### config.mk
export PLATFORM = sky130hd
export DESIGN_NAME = ipc_host
export DESIGN_NICKNAME = d
export VERILOG_FILES = /design/src/ipc_pkg.sv /design/src/ipc_host.sv
export VERILOG_INCLUDE_DIRS = /design/src /design/src/src
export SDC_FILE = /design/constraint.sdc
export NUM_CORES = 1
export LEC_CHECK = 0
export BUFFER_PORTS_ARGS = -buffer_cell sky130_fd_sc_hd__buf_2
export CELL_PAD_IN_SITES_DETAIL_PLACEMENT = 2
export CELL_PAD_IN_SITES_GLOBAL_PLACEMENT = 2
export CORE_MARGIN = 2
export CORE_UTILIZATION = 34
export DETAILED_ROUTE_END_ITERATION = 16
export HOLD_SLACK_MARGIN = 0.08
export PLACE_DENSITY_LB_ADDON = 0.1
export SYNTH_ARGS = -nofsm -noshare
export SYNTH_HDL_FRONTEND = slang
export SYNTH_SLANG_ARGS = --single-unit
### constraint.sdc
create_clock -name CORE_CLK -period 3.2 [get_ports CORE_CLK]
set_clock_uncertainty 0.1 [all_clocks]
set_input_delay 0.16 -clock CORE_CLK [delete_from_list [all_inputs] [get_ports CORE_CLK]]
set_output_delay 0.16 -clock CORE_CLK [all_outputs]
set_load 0.02 [all_outputs]
### src/ipc_defs.svh
`ifndef IPC_DEFS_SVH
`define IPC_DEFS_SVH
// ============================================================
// Register map of the controller
`define IPC_REG_CMD       4'h0
`define IPC_REG_LEVEL     4'h1
`define IPC_REG_MASK      4'h2
`define IPC_REG_STATUS    4'h3
`define IPC_REG_RDATA     4'h4
// ============================================================
// Command codes written to the command register
`define IPC_CMD_MASK      4'h1
`define IPC_CMD_NS_EOS    4'h2
`define IPC_CMD_SP_EOS    4'h3
`define IPC_CMD_ROT_NS    4'h4
`define IPC_CMD_ROT_SP    4'h5
`define IPC_CMD_SET_PRIO  4'h6
`define IPC_CMD_ROT_AUTO  4'h7
`define IPC_CMD_ROT_OFF   4'h8
`define IPC_CMD_SMM_ON    4'h9
`define IPC_CMD_SMM_OFF   4'ha
`define IPC_CMD_READ_REQ  4'hb
`define IPC_CMD_READ_ISV  4'hc
`define IPC_CMD_READ_MASK 4'hd
// ============================================================
// Device word layout
`define IPC_PORT_CMD      1'b0
`define IPC_PORT_MASK     1'b1
`define IPC_CW2_ROT       7
`define IPC_CW2_SEL       6
`define IPC_CW2_EOS       5
`define IPC_CW3_BASE      8'h08
`define IPC_CW3_MASK_MODE_WRITE_ENABLE      6
`define IPC_CW3_SMM       5
`define IPC_CW3_RR        1
`define IPC_CW3_RIS       0
// ============================================================
// Bus timing in core cycles
`define IPC_STROBE_CYC    4'h3
`define IPC_SETUP_CYC     4'h1
`endif

### src/ipc_pkg.sv
package ipc_pkg;
  typedef enum {IPC_IDLE, IPC_SETUP, IPC_STROBE, IPC_HOLD} ipc_state_type;
  typedef logic [7:0] ipc_byte_type;
endpackage : ipc_pkg

### src/ipc_host.sv
`timescale 1ns/1ps
`default_nettype none
`include "ipc_defs.svh"
module ipc_host
  import ipc_pkg::*;
(
  input  wire logic                 CORE_CLK,
  input  wire logic                 SRST,
  input  wire logic [3:0]           ADDR,
  input  wire logic [7:0]           WDATA,
  input  wire logic                 WR,
  input  wire logic                 RD,
  output var  logic [7:0]           RDATA,
  output var  logic                 DEV_CS_N,
  output var  logic                 DEV_WR_N,
  output var  logic                 DEV_RD_N,
  output var  logic                 DEV_PORT_SEL,
  input  wire ipc_pkg::ipc_byte_type DEV_D_IN,
  output var  ipc_pkg::ipc_byte_type DEV_D_OUT,
  output var  logic                 DEV_D_OE_N
);
  import ipc_pkg::*;

  // ============================================================
  // Software registers and device word builder
  ipc_state_type state_r;
  logic [3:0]    cnt_r;
  logic [2:0]    level_r;
  logic [7:0]    mask_r;
  logic [7:0]    word_r;
  logic          port_r;
  logic          is_read_r;
  logic [7:0]    read_val_r;
  logic          done_r;
  logic          busy;
  logic [7:0]    d_sync1_r;
  logic [7:0]    d_sync2_r;
  logic [7:0]    cmd_word;
  logic          cmd_port;
  logic          cmd_read;
  logic          cmd_valid;

  assign busy = (state_r != IPC_IDLE);

  // Device has no clock, so every command is one strobed bus cycle.
  function automatic logic [9:0] build_word(input logic [3:0] c,
                                            input logic [2:0] lvl,
                                            input logic [7:0] m);
    logic [9:0] w;
    w = {2'b00, 8'h00};
    case (c)
      `IPC_CMD_MASK:      w = {1'b1, `IPC_PORT_MASK, m};
      `IPC_CMD_NS_EOS:    w = {1'b1, `IPC_PORT_CMD, 8'h20};
      `IPC_CMD_SP_EOS:    w = {1'b1, `IPC_PORT_CMD, 5'h0c, lvl};
      `IPC_CMD_ROT_NS:    w = {1'b1, `IPC_PORT_CMD, 8'ha0};
      `IPC_CMD_ROT_SP:    w = {1'b1, `IPC_PORT_CMD, 5'h1c, lvl};
      `IPC_CMD_SET_PRIO:  w = {1'b1, `IPC_PORT_CMD, 5'h18, lvl};
      `IPC_CMD_ROT_AUTO:  w = {1'b1, `IPC_PORT_CMD, 8'h80};
      `IPC_CMD_ROT_OFF:   w = {1'b1, `IPC_PORT_CMD, 8'h00};
      `IPC_CMD_SMM_ON:    w = {1'b1, `IPC_PORT_CMD, 8'h68};
      `IPC_CMD_SMM_OFF:   w = {1'b1, `IPC_PORT_CMD, 8'h48};
      `IPC_CMD_READ_REQ:  w = {1'b1, `IPC_PORT_CMD, 8'h0a};
      `IPC_CMD_READ_ISV:  w = {1'b1, `IPC_PORT_CMD, 8'h0b};
      `IPC_CMD_READ_MASK: w = {1'b1, `IPC_PORT_MASK, 8'h00};
      default:            w = {2'b00, 8'h00};
    endcase
    return w;
  endfunction : build_word

  always_comb
  begin
    {cmd_valid, cmd_port, cmd_word} = build_word(WDATA[3:0], level_r, mask_r);
    cmd_read = (WDATA[3:0] == `IPC_CMD_READ_MASK);
  end

  // ============================================================
  // Level and mask shadow registers
  always_ff @(posedge CORE_CLK)
  begin
    if (SRST)
    begin
      level_r <= 3'h0;
      mask_r  <= 8'h00;
    end
    else if (WR && !busy)
    begin
      if (ADDR == `IPC_REG_LEVEL)
        level_r <= WDATA[2:0];
      if (ADDR == `IPC_REG_MASK)
        mask_r <= WDATA;
    end
  end

  // ============================================================
  // Device bus sequencer
  always_ff @(posedge CORE_CLK)
  begin
    if (SRST)
    begin
      state_r   <= IPC_IDLE;
      cnt_r     <= 4'h0;
      word_r    <= 8'h00;
      port_r    <= 1'b0;
      is_read_r <= 1'b0;
      done_r    <= 1'b0;
    end
    else
    begin
      case (state_r)
        IPC_IDLE:
        begin
          // Commands arriving while busy are dropped; software polls status.
          // Drives one chip; a cascade takes one controller each
          if (WR && ADDR == `IPC_REG_CMD && cmd_valid)
          begin
            word_r    <= cmd_word;
            port_r    <= cmd_port;
            is_read_r <= cmd_read;
            cnt_r     <= `IPC_SETUP_CYC;
            done_r    <= 1'b0;
            state_r   <= IPC_SETUP;
          end
        end
        IPC_SETUP:
        begin
          if (cnt_r == 4'h1)
          begin
            cnt_r   <= `IPC_STROBE_CYC;
            state_r <= IPC_STROBE;
          end
          else
            cnt_r <= cnt_r - 4'h1;
        end
        IPC_STROBE:
        begin
          if (cnt_r == 4'h1)
            state_r <= IPC_HOLD;
          else
            cnt_r <= cnt_r - 4'h1;
        end
        IPC_HOLD:
        begin
          done_r  <= 1'b1;
          state_r <= IPC_IDLE;
        end
        default:
          state_r <= IPC_IDLE;
      endcase
    end
  end

  // ============================================================
  // Pin drive, all from flops
  always_ff @(posedge CORE_CLK)
  begin
    if (SRST)
    begin
      DEV_CS_N     <= 1'b1;
      DEV_WR_N     <= 1'b1;
      DEV_RD_N     <= 1'b1;
      DEV_PORT_SEL <= 1'b0;
      DEV_D_OUT    <= 8'h00;
      DEV_D_OE_N   <= 1'b1;
    end
    else
    begin
      DEV_CS_N     <= !(state_r == IPC_SETUP || state_r == IPC_STROBE);
      DEV_WR_N     <= !(state_r == IPC_STROBE && !is_read_r);
      DEV_RD_N     <= !(state_r == IPC_STROBE && is_read_r);
      DEV_PORT_SEL <= port_r;
      DEV_D_OUT    <= word_r;
      DEV_D_OE_N   <= !(busy && !is_read_r);
    end
  end

  // ============================================================
  // Read capture: data pins are asynchronous, two stages first
  always_ff @(posedge CORE_CLK)
  begin
    if (SRST)
    begin
      d_sync1_r  <= 8'h00;
      d_sync2_r  <= 8'h00;
      read_val_r <= 8'h00;
    end
    else
    begin
      d_sync1_r <= DEV_D_IN;
      d_sync2_r <= d_sync1_r;
      if (state_r == IPC_HOLD && is_read_r)
        read_val_r <= d_sync2_r;
    end
  end

  // ============================================================
  // Software read port
  always_ff @(posedge CORE_CLK)
  begin
    if (SRST)
      RDATA <= 8'h00;
    else if (RD)
    begin
      case (ADDR)
        `IPC_REG_LEVEL:  RDATA <= {5'h00, level_r};
        `IPC_REG_MASK:   RDATA <= mask_r;
        `IPC_REG_STATUS: RDATA <= {6'h00, done_r, busy};
        `IPC_REG_RDATA:  RDATA <= read_val_r;
        default:         RDATA <= 8'h00;
      endcase
    end
    else
      RDATA <= 8'h00;
  end
endmodule : ipc_host
`default_nettype wire

Word level (Yosys, flattened, before mapping). Cells that the tools add are included.

Add/sub/neg operators: 1. Equal/unequal tests: 28. Muxes and demuxes: 12. Bitwise logic cells: 1. Reduce and logical (&&, ||, !) cells: 26.

Operators with widths (count): $pmux W10 S13 (1); $eq A32 B2 Y1 const B (3); $mux W32 (3); $pmux W32 S3 (1); $eq A32 B3 Y1 const B (2); $eq A32 B1 Y1 const B (1); $logic_not A32 Y1 (1); $pmux W8 S4 (1); $reduce_bool A32 Y1 (1); $eq A4 B4 Y1 const B (6); $eq A4 B3 Y1 const B (5); $eq A4 B2 Y1 const B (4); $eq A4 B1 Y1 const B (3); $mux W4 (3); $pmux W4 S3 (1); $ne A2 B2 Y1 const B (4); $reduce_and A2 Y1 (4); $logic_and A1 B1 Y1 (7); $logic_not A1 Y1 (6); $reduce_and A3 Y1 (2); $logic_not A4 Y1 (1); $sub A4 B1 Y4 const B (1); $reduce_bool A3 Y1 (1); $pmux W1 S2 (1); other kinds (5) (5).

Register bits after elaboration: 103. Bits of input ports: 24. Output and inout bits: 21.

Longest topological paths before layout. Gate-level depths: netlist (run 1).

Depth after elaboration: 5. Gate-level depth with buffers: 7. Depth with buffers taken out: 6.

Least setup slack after synthesis (run 1). OpenSTA, ideal clock, no wires.

Path kind: register to register. From: register state_r[0]. To: register cnt_r[3]. Setup time: 0.117 ns. Data arrival time: 2.035 ns. Required time: 2.983 ns. Setup slack: 0.948 ns. Cell stages (with the launch flop): 6. Period minus slack after synthesis: 2.252 ns. Cells stage by stage: dfxtp_1 > ha_1 > or4b_2 > o41ai_1 > o21ai_0 > a32o_1.

Word-level cells in the longest chain between the ends: 3.

Ends and longest elaborated chain: from (decl) (RTL line ipc_host.sv:26) `ipc_state_type state_r;`; from (signal assigned) (RTL line ipc_host.sv:100) `state_r <= IPC_IDLE;`; from (signal assigned) (RTL line ipc_host.sv:121) `state_r <= IPC_SETUP;`; from (signal assigned) (RTL line ipc_host.sv:129) `state_r <= IPC_STROBE;`; $eq A32 B2 Y1, or another cell as far along (RTL line ipc_host.sv:109) `case (state_r)`; $ne A2 B2 Y1 (no source line) or $reduce_bool A3 Y1 (tied branches); $reduce_and A3 Y1 (no source line); to (signal assigned) (RTL line ipc_host.sv:119) `` cnt_r <= `IPC_SETUP_CYC; ``; to (signal assigned) (RTL line ipc_host.sv:128) `` cnt_r <= `IPC_STROBE_CYC; ``; to (signal assigned) (RTL line ipc_host.sv:132) `cnt_r <= cnt_r - 4'h1;`; to (decl) (RTL line ipc_host.sv:27) `logic [3:0] cnt_r;`.

Several ways; a longest one is shown, not always the timed one. A chain may end at the register's enable or synchronous reset.

Final worst setup path (run 1).
From: register state_r[1]. To: register cnt_r[3].

Same word-level chain as after synthesis.

==> results of run 1 <==
[Yosys cell counts (all sizes together) (3+ instances only)]
master	n
a21boi	3
a21oi	21
a22o	3
a22oi	8
a32o	3
and3	5
clkbuf	19
dfxtp	73
ha	6
inv	11
mux2i	14
nand2	18
nand2b	5
nand3	10
nor2	30
nor2b	30
nor3	4
o21ai	14
or2	3
or4	3
xor2	3
[metrics by stage]
step | total power, uW | hold WS [ns]
4_1_cts | 2230 | 0.156
3_3_place_gp | 1310 | 0.268
6_report | 2210 | 0.160
2_1_floorplan | 1210 | 0.188
5_1_grt | 2320 | 0.172
3_5_place_dp | 1320 | 0.280
[where the power goes]
part	internal, uW	switching [uW]
logic	138	220
registers	941	20.9
clock network	522	367
[worst min-delay path, cell delays in order]
cell	delay, ns
buf_2	0.20
o21ai_0	0.12
a311oi_1	0.09
[flip-flops by register name (all words and copies together) (netlist names)]
signal	flops
mask_r	8
d_sync2_r	8
state_r	2
word_r	8
level_r	3
DEV_CS_N	1
is_read_r	1
read_val_r	8
RDATA	8
port_r	1
cnt_r	4
DEV_D_OE_N	1
DEV_WR_N	1
DEV_D_OUT	8
d_sync1_r	8
done_r	1
DEV_RD_N	1
DEV_PORT_SEL	1
[path summary, 6_finish.rpt]
check	depth (start not counted)	slack, ns	to	start
min reg2reg	1	0.34	d_sync2_r[0]$_SDFF_PP0_	d_sync1_r[0]$_SDFF_PP0_
max	6	0.76	cnt_r[3]$_SDFFE_PP0P_	state_r[1]$_SDFFE_PP0P_
min	3	0.16	word_r[1]$_SDFFE_PP0P_	WDATA[2]
max reg2reg	6	0.76	cnt_r[3]$_SDFFE_PP0P_	state_r[1]$_SDFFE_PP0P_
[area by class of cell]
class                   count  area [sq um]  share of cell area
clock buffers              10           128              0.0350
clock inverters             6           115              0.0316
inverters                  11          41.3              0.0113
multi-input cells         218          1390               0.382
flip-flops and latches     73          1460               0.401
well taps                 108           135              0.0371
repair buffers             60           370               0.102
[cells in the final DEF (no fill, tap or decap), types with 2 or more instances in the layout]
cell and n:
xor2_1 3, a22o_1 3, a211oi_1 2, nand3_1 10, nand2_1 18, o21a_1 2, a21boi_0 2, mux2i_1 14
or2_2 3, a32o_1 3, nand4_1 2, bufinv_16 3, a31oi_1 2, a221oi_1 2, clkbuf_8 9, a21oi_1 21
nor2_1 30, dfxtp_1 73, or4_1 2, buf_2 44, a22oi_1 8, nor3b_1 2, inv_1 11, nand2b_1 5
dlygate4sd3_1 12, and3_1 5, a21o_1 2, ha_1 6, nor3_1 4, o21ai_0 14, nor2b_1 30, o2111ai_1 2
buf_4 4
[repair_timing]
| action | 4_1_cts | 5_1_grt |
|---|---|---|
| endpoints found under the hold margin | 12 | 0 |
| hold buffers | 12 | 0 |
| setup endpoints to repair | 0 | 0 |
[routing by layer]
| layer | share of wire | GRT usage |
|---|---|---|
| met5 | 0 | 0 |
| met4 | 0.021 | 0.0726 |
| met3 | 0.032 | 0.0468 |
| met2 | 0.50 | 0.318 |
| met1 | 0.44 | 0.219 |
[cell families after synthesis]
family	Yosys count	share of synthesized area
and+or+nand+nor	122	0.224
DFF	73	0.490
AOI/OAI and AO/OA	71	0.156
buffers and inverters	32	0.0432
muxes	15	0.0508
adders and majority gates	6	0.0252
xor gates and xnor gates	4	0.0117
==> impl_results.md, run 1 <==
- Buf/Inv on CP: 1
- Crit end category: flop
- IO Port Bufs: 44
- Synth warn: 0
- RSZ-0062 raised after global routing: no
- Number of synthesized register bits: 73
- DPL Wire Length: 5710 um
- Gate Count Post-Synth: 323
- Slew HR: 0.360
- Place WS: between 0.7 and 0.8 ns
- Crit path kind: reg2reg
- Core area: 0.00859 sq mm
- Syn-to-layout area delta: 22.1%
- Filler Cell Count: between 900 and 1,000
- Vias in the first global route: 2,776
- Share of the synthesized area in the top cell type: 0.490
- Post-synth EDFFs: 0
- N_diodes: 0
- Fraction of layout cells with a size suffix above 1: 0.190
- Worst Setup Slack, final: 0.756 ns
- Synth cell types: between 50 and 60
- Crit path time final: between 2 and 2.5 ns
- Root buf cell: clkbuf_8
- First-pass GRT wire length: around 14,000 um
- Max stage delay on crit path: 0.68 ns
- # DRC: 0
- Final Util: 0.424
- Grt ovf: 0
- Initial antenna violation count: 0
- Die ar.: around 0.0095 sq mm
- Cell total after placement: ~460
- CP required: around 3.4 ns
- Vias per inst: between 5 and 6
- Final hold vios: 0
- Largest net degree at the start of global routing: 39
- 1st-iter DRT viols: approximately 70
- Final instance area: about 0.0036 sq mm
- Startpoint types: flop
- Max-slew violation count: 0
- Routed length per instance: about 17 um
- Global Route Usage Sum: 0.185
- Site row count: 34
- Synth Flop Type: dfxtp_1
- Clock tree buffer depth: 2
- Max H-tree Level: 3
- Clk Latency, worst-skew pair: 0.36 ns
- DRT antenna net count: 0
- Power per cell area: ~610 mW/mm^2
- CP max stage cell: or4b_2
- Crit path cell chain: ha_1, or4b_2, o41ai_1, buf_4, o21ai_0, a32o_1
- CP Max Fanout: 5
- Die width: approximately 100 um
- CTS resizes: 0
- Final Cycle Share: 0.764
- Syn Nets: 353
- Final wirelength: approximately 8300 um
- Sequential area share after synthesis: 0.490
- FMAX: between 400 and 500 MHz
- Setup TNS: 0 ns
- Synth area leaders: dfxtp_1 49%, nor2b_1 6.3%, mux2i_1 4.7%
- Nets: about 400
- Clock sink count: between 70 and 80
- First-pass detailed-route iteration total: 4
- Non-filler cells, final: about 490
- Synthesized area: 0.00298 sq mm
- Syn Area/Cell: ~9.2 sq um
- Max_cap viols: 0
- Clock transition at the registers of the reported paths: 0.08 ns
- Leakage: about 0.0014 uW
- Slew @ Worst Pin: between 0.9 and 1 ns
- Hold WC Path Type: in2reg
- Initial core utilization: 0.347
- Worst vdd ir: 312 uV
- # setup viols final: 0
- CTS tree: done
- Final GP Congestion: 0.768
- Num CTS Buffers: 9
- Post-DP Area: 0.00328 sq mm
- Outcome: completed
- Top Family by Delay on Critical Path: compound AO/OA/AOI/OAI gates
- Die H: 97.7 um
- Setup Buffers After CTS: 0
- Crit path DAT: approximately 2.6 ns
- Yosys top cell by area: dfxtp_1
- IO Pins: 45
- Post-synth ARST share: 0
- Vias: ~2,500
Power figures use the tool's default switching activity.
==> inputs of run 2 (changes only) <==
==> constraint.sdc (replaced) <==
create_clock -name CORE_CLK -period 2.3 [get_ports CORE_CLK]
set_clock_uncertainty 0.1 [all_clocks]
set_input_delay 0.115 -clock CORE_CLK [delete_from_list [all_inputs] [get_ports CORE_CLK]]
set_output_delay 0.115 -clock CORE_CLK [all_outputs]
set_load 0.02 [all_outputs]
==> impl_results.md, run 2 (synthesis results as in run 1) <==
- Outcome: completed
- Crit path kind: reg2reg
- Fraction of layout cells with a size suffix above 1: 0.224 (+0.0338)
- CP max stage cell: or4b_4
- Worst reg-to-reg path cell count: 6 (unchanged)
- Vias per inst: 5.15 (-0.62%)
- Stages on worst setup path: 6 (unchanged)
- 1st-iter DRT viols: 67 (-2.9%)
- First-pass GRT wire length: 13,800 um (-0.25%)
- Buf/Inv on CP: 1 (unchanged)
- Power per cell area: 784 mW/mm^2 (+29%)
- IO Port Bufs: 44 (unchanged)
- IO Pins: 45 (unchanged)
- Startpoint types: flop
- First-pass detailed-route iteration total: 4 (unchanged)
- Hold_ws: 0.0894 ns (-0.0703 ns)
- Setup Buffers After CTS: 0 (unchanged)
- Cell total after placement: 469 (+2.4%)
- Largest net degree at the start of global routing: 35 (-10%)
- CP Max Fanout: 5 (unchanged)
- Place WS: -0.0178 ns (-0.797 ns)
- DPL Wire Length: 5920 um (+3.7%)
- Final wirelength: 8450 um (+1.8%)
- Start point of the critical path: state_r[0]$_SDFFE_PP0P_
- Final GP Congestion: 0.757 (-1.3%)
- Worst Setup EP: cnt_r[2]$_SDFFE_PP0P_
- Worst vdd ir: 325 uV (+4.1%)
- N_diodes: 0 (unchanged)
- Most frequent cells in the layout: 72 x dfxtp_1, 44 x buf_2, 30 x nor2_1, 30 x nor2b_1, 21 x a21oi_1
- Clock tree buffer depth: 2 (unchanged)
- Clock transition at the registers of the reported paths: 0.09 ns (about the same)
- Syn-to-layout area delta: 23.8%
- Die H: 97.7 um (unchanged)
- Grt ovf: 0 (unchanged)
- Hold WC Path Type: in2reg
- RR Endpoint: cnt_r[2]$_SDFFE_PP0P_
- # DRC: 0 (unchanged)
- Clock sink count: 73 (unchanged)
- Vias: 2,556 (+1.4%)
- Crit path cell chain: ha_1, or4b_4, o41ai_2, buf_4, o21ai_0, a32o_2
- RSZ-0062 raised after global routing: no
- Slew @ Worst Pin: 0.854 ns (-0.104 ns)
- CP required: 2.44 ns (-0.91 ns)
- Initial core utilization: 0.347 (unchanged)
- RR Startpoint: state_r[0]$_SDFFE_PP0P_
- Slew HR: 0.425 (+0.0656)
- CTS tree: done
- Max_cap viols: 0 (unchanged)
- Die ar.: 0.00954 sq mm (unchanged)
- Top Family by Delay on Critical Path: compound AO/OA/AOI/OAI gates
- Reg-to-reg setup timing slack: 0.16 ns (-0.60 ns)
- Crit path time final: 2.14 ns (-0.304 ns)
- Leakage: 0.00145 uW (+2.7%)
- Max-slew violation count: 0 (unchanged)
- Core area: 0.00859 sq mm (unchanged)
- Crit end category: flop
- # setup viols final: 0 (unchanged)
- DRT antenna net count: 0 (unchanged)
- FMAX: 467 MHz (+14%)
- Die width: 97.7 um (unchanged)
- Max H-tree Level: 3 (unchanged)
- Initial antenna violation count: 0 (unchanged)
- Commonest non-fill, non-tap cell in the layout: dfxtp_1
- Max stage delay on crit path: 0.54 ns (-0.14 ns)
- Routed length per instance: 17.0 um (-0.21%)
- Non-filler cells, final: 496 (+2.1%)
- Site row count: 34 (unchanged)
- Vias in the first global route: 2,700 (-2.7%)
- Num CTS Buffers: 9 (unchanged)
- Root buf cell: clkbuf_8
- Clk Latency, worst-skew pair: 0.35 ns (about the same)
- Final Cycle Share: 0.930 (+0.167)
- Crit path DAT: 2.28 ns (-0.32 ns)
- Global Route Usage Sum: 0.184 (-0.000425)
- Worst Setup Slack, final: 0.160 ns (-0.596 ns)
- Final hold vios: 0 (unchanged)
- Nets: 414 (+2.7%)
-- run 2: tightest hold or removal path: cells and delay by family --
family / cells / cell delay [ns]
compound gates: 1 / 0.07
simple gates: 2 / 0.18
buf+inv: 1 / 0.13
-- run 2: metal layers --
metal | track usage | routed length (um) | up-vias | share of wire
met4 | 0.0652 | 125 | 0 | 0.015
met2 | 0.322 | 4300 | 49 | 0.51
met3 | 0.0374 | 352 | 10 | 0.042
met1 | 0.224 | 3670 | 1256 | 0.43
li1 | - | - | 1241 | -
met5 | 0 | 0 | - | 0
-- run 2: where the power goes --
group | internal, uW | total [uW] | switching, uW
logic | 227 | 537 | 310
clock network | 499 | 1020 | 518
registers | 1310 | 1340 | 29.4
-- run 2: worst min path at each step --
stage | startpoint | endpoint | slack (ns) | cells past startpoint
floorplan | DEV_D_IN[0] | d_sync1_r[0]$_SDFF_PP0_ | 0.14 | 1
global placement | DEV_D_IN[0] | d_sync1_r[0]$_SDFF_PP0_ | 0.22 | 2
detailed placement | DEV_D_IN[7] | d_sync1_r[7]$_SDFF_PP0_ | 0.23 | 2
CTS | WDATA[2] | word_r[4]$_SDFFE_PP0P_ | 0.09 | 4
global route | WDATA[2] | word_r[4]$_SDFFE_PP0P_ | 0.13 | 4
finish | WDATA[2] | word_r[4]$_SDFFE_PP0P_ | 0.09 | 4
-- run 2: repair_timing --
action,4_1_cts,5_1_grt
hold buffers,12,0
setup endpoints to repair,1,4
hold endpoints to repair,12,0
resized for setup,1,4
pin swaps,0,1
-- run 2: area by class of cell --
class / instances / area (sq um)
Clock inverter: 6 / 68.8
Fill cell: 965 / 4900
Multi-Input combinational cell: 218 / 1410
Timing Repair Buffer: 71 / 453
Clock buffer: 9 / 124
Sequential cell: 73 / 1460
Tap cell: 108 / 135
Inverter: 11 / 41.3
-- run 2: metrics by stage --
step                      power (uW)  instance area, sq um   util  setup TNS, ns
after floorplan                 1690                  2980      -              0
after global placement          1860                  3360  0.391              0
after detailed placement        1880                  3360  0.391        -0.0178
after CTS                       2920                  3680  0.429              0
after global routing            3050                  3690  0.430              0
final                           2890                  3690  0.430              0
==> inputs of run 3 (changes only) <==
--- a/config.mk
+++ b/config.mk
@@ -10,8 +10,9 @@
 export CELL_PAD_IN_SITES_DETAIL_PLACEMENT = 2
 export CELL_PAD_IN_SITES_GLOBAL_PLACEMENT = 2
 export CORE_MARGIN = 2
-export CORE_UTILIZATION = 34
+export CORE_UTILIZATION = 29
 export DETAILED_ROUTE_END_ITERATION = 16
+export GPL_ROUTABILITY_DRIVEN = 1
 export HOLD_SLACK_MARGIN = 0.08
 export PLACE_DENSITY_LB_ADDON = 0.1
 export SYNTH_ARGS = -nofsm -noshare
==> impl_results.md, run 3 (synthesis results as in run 1) <==
- Slew HR: 0.326 (-0.0997)
- IO Port Bufs: 44 (unchanged)
- Power per cell area: 781 mW/mm^2 (-0.34%)
- Worst reg-to-reg path cell count: 6 (unchanged)
- Area of the multi-input gates: 0.00142 sq mm (+0.71%)
- Site row count: 37 (+8.8%)
- Hold Crit Start: RD
- 1st-iter DRT viols: 53 (-21%)
- DRT antenna net count: 0 (unchanged)
- Clock tree buffer depth: 2 (unchanged)
- Crit path DAT: 2.34 ns (+0.06 ns)
- Crit path time final: 2.15 ns (+0.00872 ns)
- Crit path kind: reg2reg
- Global Route Usage Sum: 0.158 (-0.0259)
- Outcome: completed
- Hold WC Path Type: in2reg
- DPL Wire Length: 5970 um (+0.82%)
- RSZ-0062 raised after global routing: no
- Vias per inst: 4.84 (-6.0%)
- Root buf cell: clkbuf_8
- Vias: 2,600 (+1.7%)
- Final GP Congestion: 0.717 (-5.3%)
- N_diodes: 0 (unchanged)
- Place WS: -0.0800 ns (-0.0622 ns)
- Worst Setup Slack, final: 0.152 ns (-0.00872 ns)
- Grt ovf: 0 (unchanged)
- CP Max Fanout: 5 (unchanged)
- Die width: 105 um (+7.9%)
- Final wirelength: 8450 um (about the same)
- Clock transition at the registers of the reported paths: 0.08 ns (about the same)
- Hold path cells: 3 (-1)
- Die H: 105 um (+7.9%)
- Vias in the first global route: 2,729 (+1.1%)
- Routed length per instance: 15.7 um (-7.6%)
- RR Endpoint: cnt_r[1]$_SDFFE_PP0P_
- Filler Cell Count: 1,110 (+15%)
- Initial core utilization: 0.294 (-0.0529)
- Num CTS Buffers: 9 (unchanged)
- CTS tree: done
- Hold Path Sink: RDATA[4]$_SDFF_PP0_
- # DRC: 0 (unchanged)
- Most frequent cells in the layout: 73 x dfxtp_1, 44 x buf_2, 30 x nor2_1, 30 x nor2b_1
- Crit path cell chain: ha_1, or4b_4, o41ai_4, buf_4, a21boi_2, mux2i_1
- CP required: 2.49 ns (+0.05 ns)
- Core area: 0.0101 sq mm (+18%)
- Startpoint types: flop
- Max_cap viols: 0 (unchanged)
- Clk Latency, worst-skew pair: 0.36 ns (about the same)
- Setup TNS: 0 ns (unchanged)
- Largest net degree at the start of global routing: 35 (unchanged)
- Slew @ Worst Pin: 1.00 ns (+0.148 ns)
- First-pass GRT wire length: 13,700 um (-0.41%)
- Final hold vios: 0 (unchanged)
- Syn-to-layout area delta: 30.0%
- FMAX: 465 MHz (-0.41%)
- Max stage delay on crit path: 0.55 ns (about the same)
- IO Pins: 45 (unchanged)
- Worst vdd ir: 380 uV (+17%)
- Seq. cell area: 0.00146 sq mm (about the same)
- # setup viols final: 0 (unchanged)
- Die ar.: 0.0111 sq mm (+17%)
- Reg-to-reg setup timing slack: 0.15 ns (about the same)
- Nets: 426 (+2.9%)
- RR Startpoint: state_r[0]$_SDFFE_PP0P_
- CP max stage cell: or4b_4
- Fraction of layout cells with a size suffix above 1: 0.219 (-0.00478)
- Commonest non-fill, non-tap cell in the layout: dfxtp_1
- First-pass detailed-route iteration total: 4 (unchanged)
- Max-slew violation count: 0 (unchanged)
- Max H-tree Level: 3 (unchanged)
- Leakage: 0.00152 uW (+5.2%)
- Initial antenna violation count: 0 (unchanged)
- Clock sink count: 73 (unchanged)
- Final Cycle Share: 0.934 (+0.00379)
- Crit end category: flop
==> run 3: changes by cell type in the layout (fill, tap and decap cells not counted), sizes merged <==
cell	change
bufinv	+1
dlygate4sd3	+9
buf	+3
clkbuf	+1
inv	-1
clkinv	+2
clkinvlp	-2
==> run 3: metrics by stage <==
step                power (uW)  cell area (sq um)  utilization  hold WS (ns)  instances
global route              3200               3880        0.382         0.135        537
CTS                       3080               3870        0.382        0.0959        537
finish                    3030               3880        0.382         0.122        537
global placement          1870               3420        0.337         0.221        500
detailed placement        1890               3420        0.337         0.231        500
floorplan                 1690               2980            -         0.143        323
==> run 3: repair_timing <==
action	CTS	global route
hold endpoints to repair	18	0
pin swaps	0	1
buffers inserted	0	0
gates resized for setup	3	1
setup endpoints to repair	4	3
hold buffers	21	0
==> run 3: worst max-delay path, delay by kind of cell, from the launching register on <==
kind                     cells  cell delay, ns
AO/OA/AOI/OAI                2            0.50
adder cells (fa/ha/maj)      1            0.22
buffers and inverters        1            0.18
flip-flops                   1            0.34
multiplexers                 1            0.18
AND/OR/NAND/NOR              1            0.55
==> run 3: how the worst max path moves through the flow <==
stage	startpoint	endpoint	cells past startpoint
final	state_r[0]$_SDFFE_PP0P_	cnt_r[1]$_SDFFE_PP0P_	6
after detailed placement	state_r[0]$_SDFFE_PP0P_	cnt_r[1]$_SDFFE_PP0P_	6
after global placement	state_r[0]$_SDFFE_PP0P_	cnt_r[1]$_SDFFE_PP0P_	6
after floorplan	state_r[0]$_SDFFE_PP0P_	cnt_r[3]$_SDFFE_PP0P_	5
after global routing	state_r[0]$_SDFFE_PP0P_	cnt_r[3]$_SDFFE_PP0P_	6
after CTS	state_r[0]$_SDFFE_PP0P_	cnt_r[3]$_SDFFE_PP0P_	6
==> run 3: routing by layer <==
metal | vias to the layer above | part of all wire | track usage | wire length [um]
met5 | - | 0 | 0 | 0
met1 | 1277 | 0.47 | 0.190 | 3940
li1 | 1272 | - | - | -
met2 | 40 | 0.49 | 0.269 | 4120
met3 | 11 | 0.027 | 0.0383 | 225
met4 | 0 | 0.019 | 0.0657 | 159
==> run 3: layout make-up <==
| type | instances | area share |
|---|---|---|
| sequential | 73 | 0.377 |
| multi-input combinational | 218 | 0.366 |
| timing repair buffer | 83 | 0.146 |
| tap | 136 | 0.0439 |
| clock buffer | 10 | 0.0329 |
| clock inverter | 6 | 0.0239 |
| inverter | 11 | 0.0106 |
==> run 3: power by group <==
group | internal [uW] | total (uW) | switching [uW]
Clock | 614 | 1120 | 510
Combinational | 247 | 567 | 320
Sequential | 1310 | 1340 | 27.6
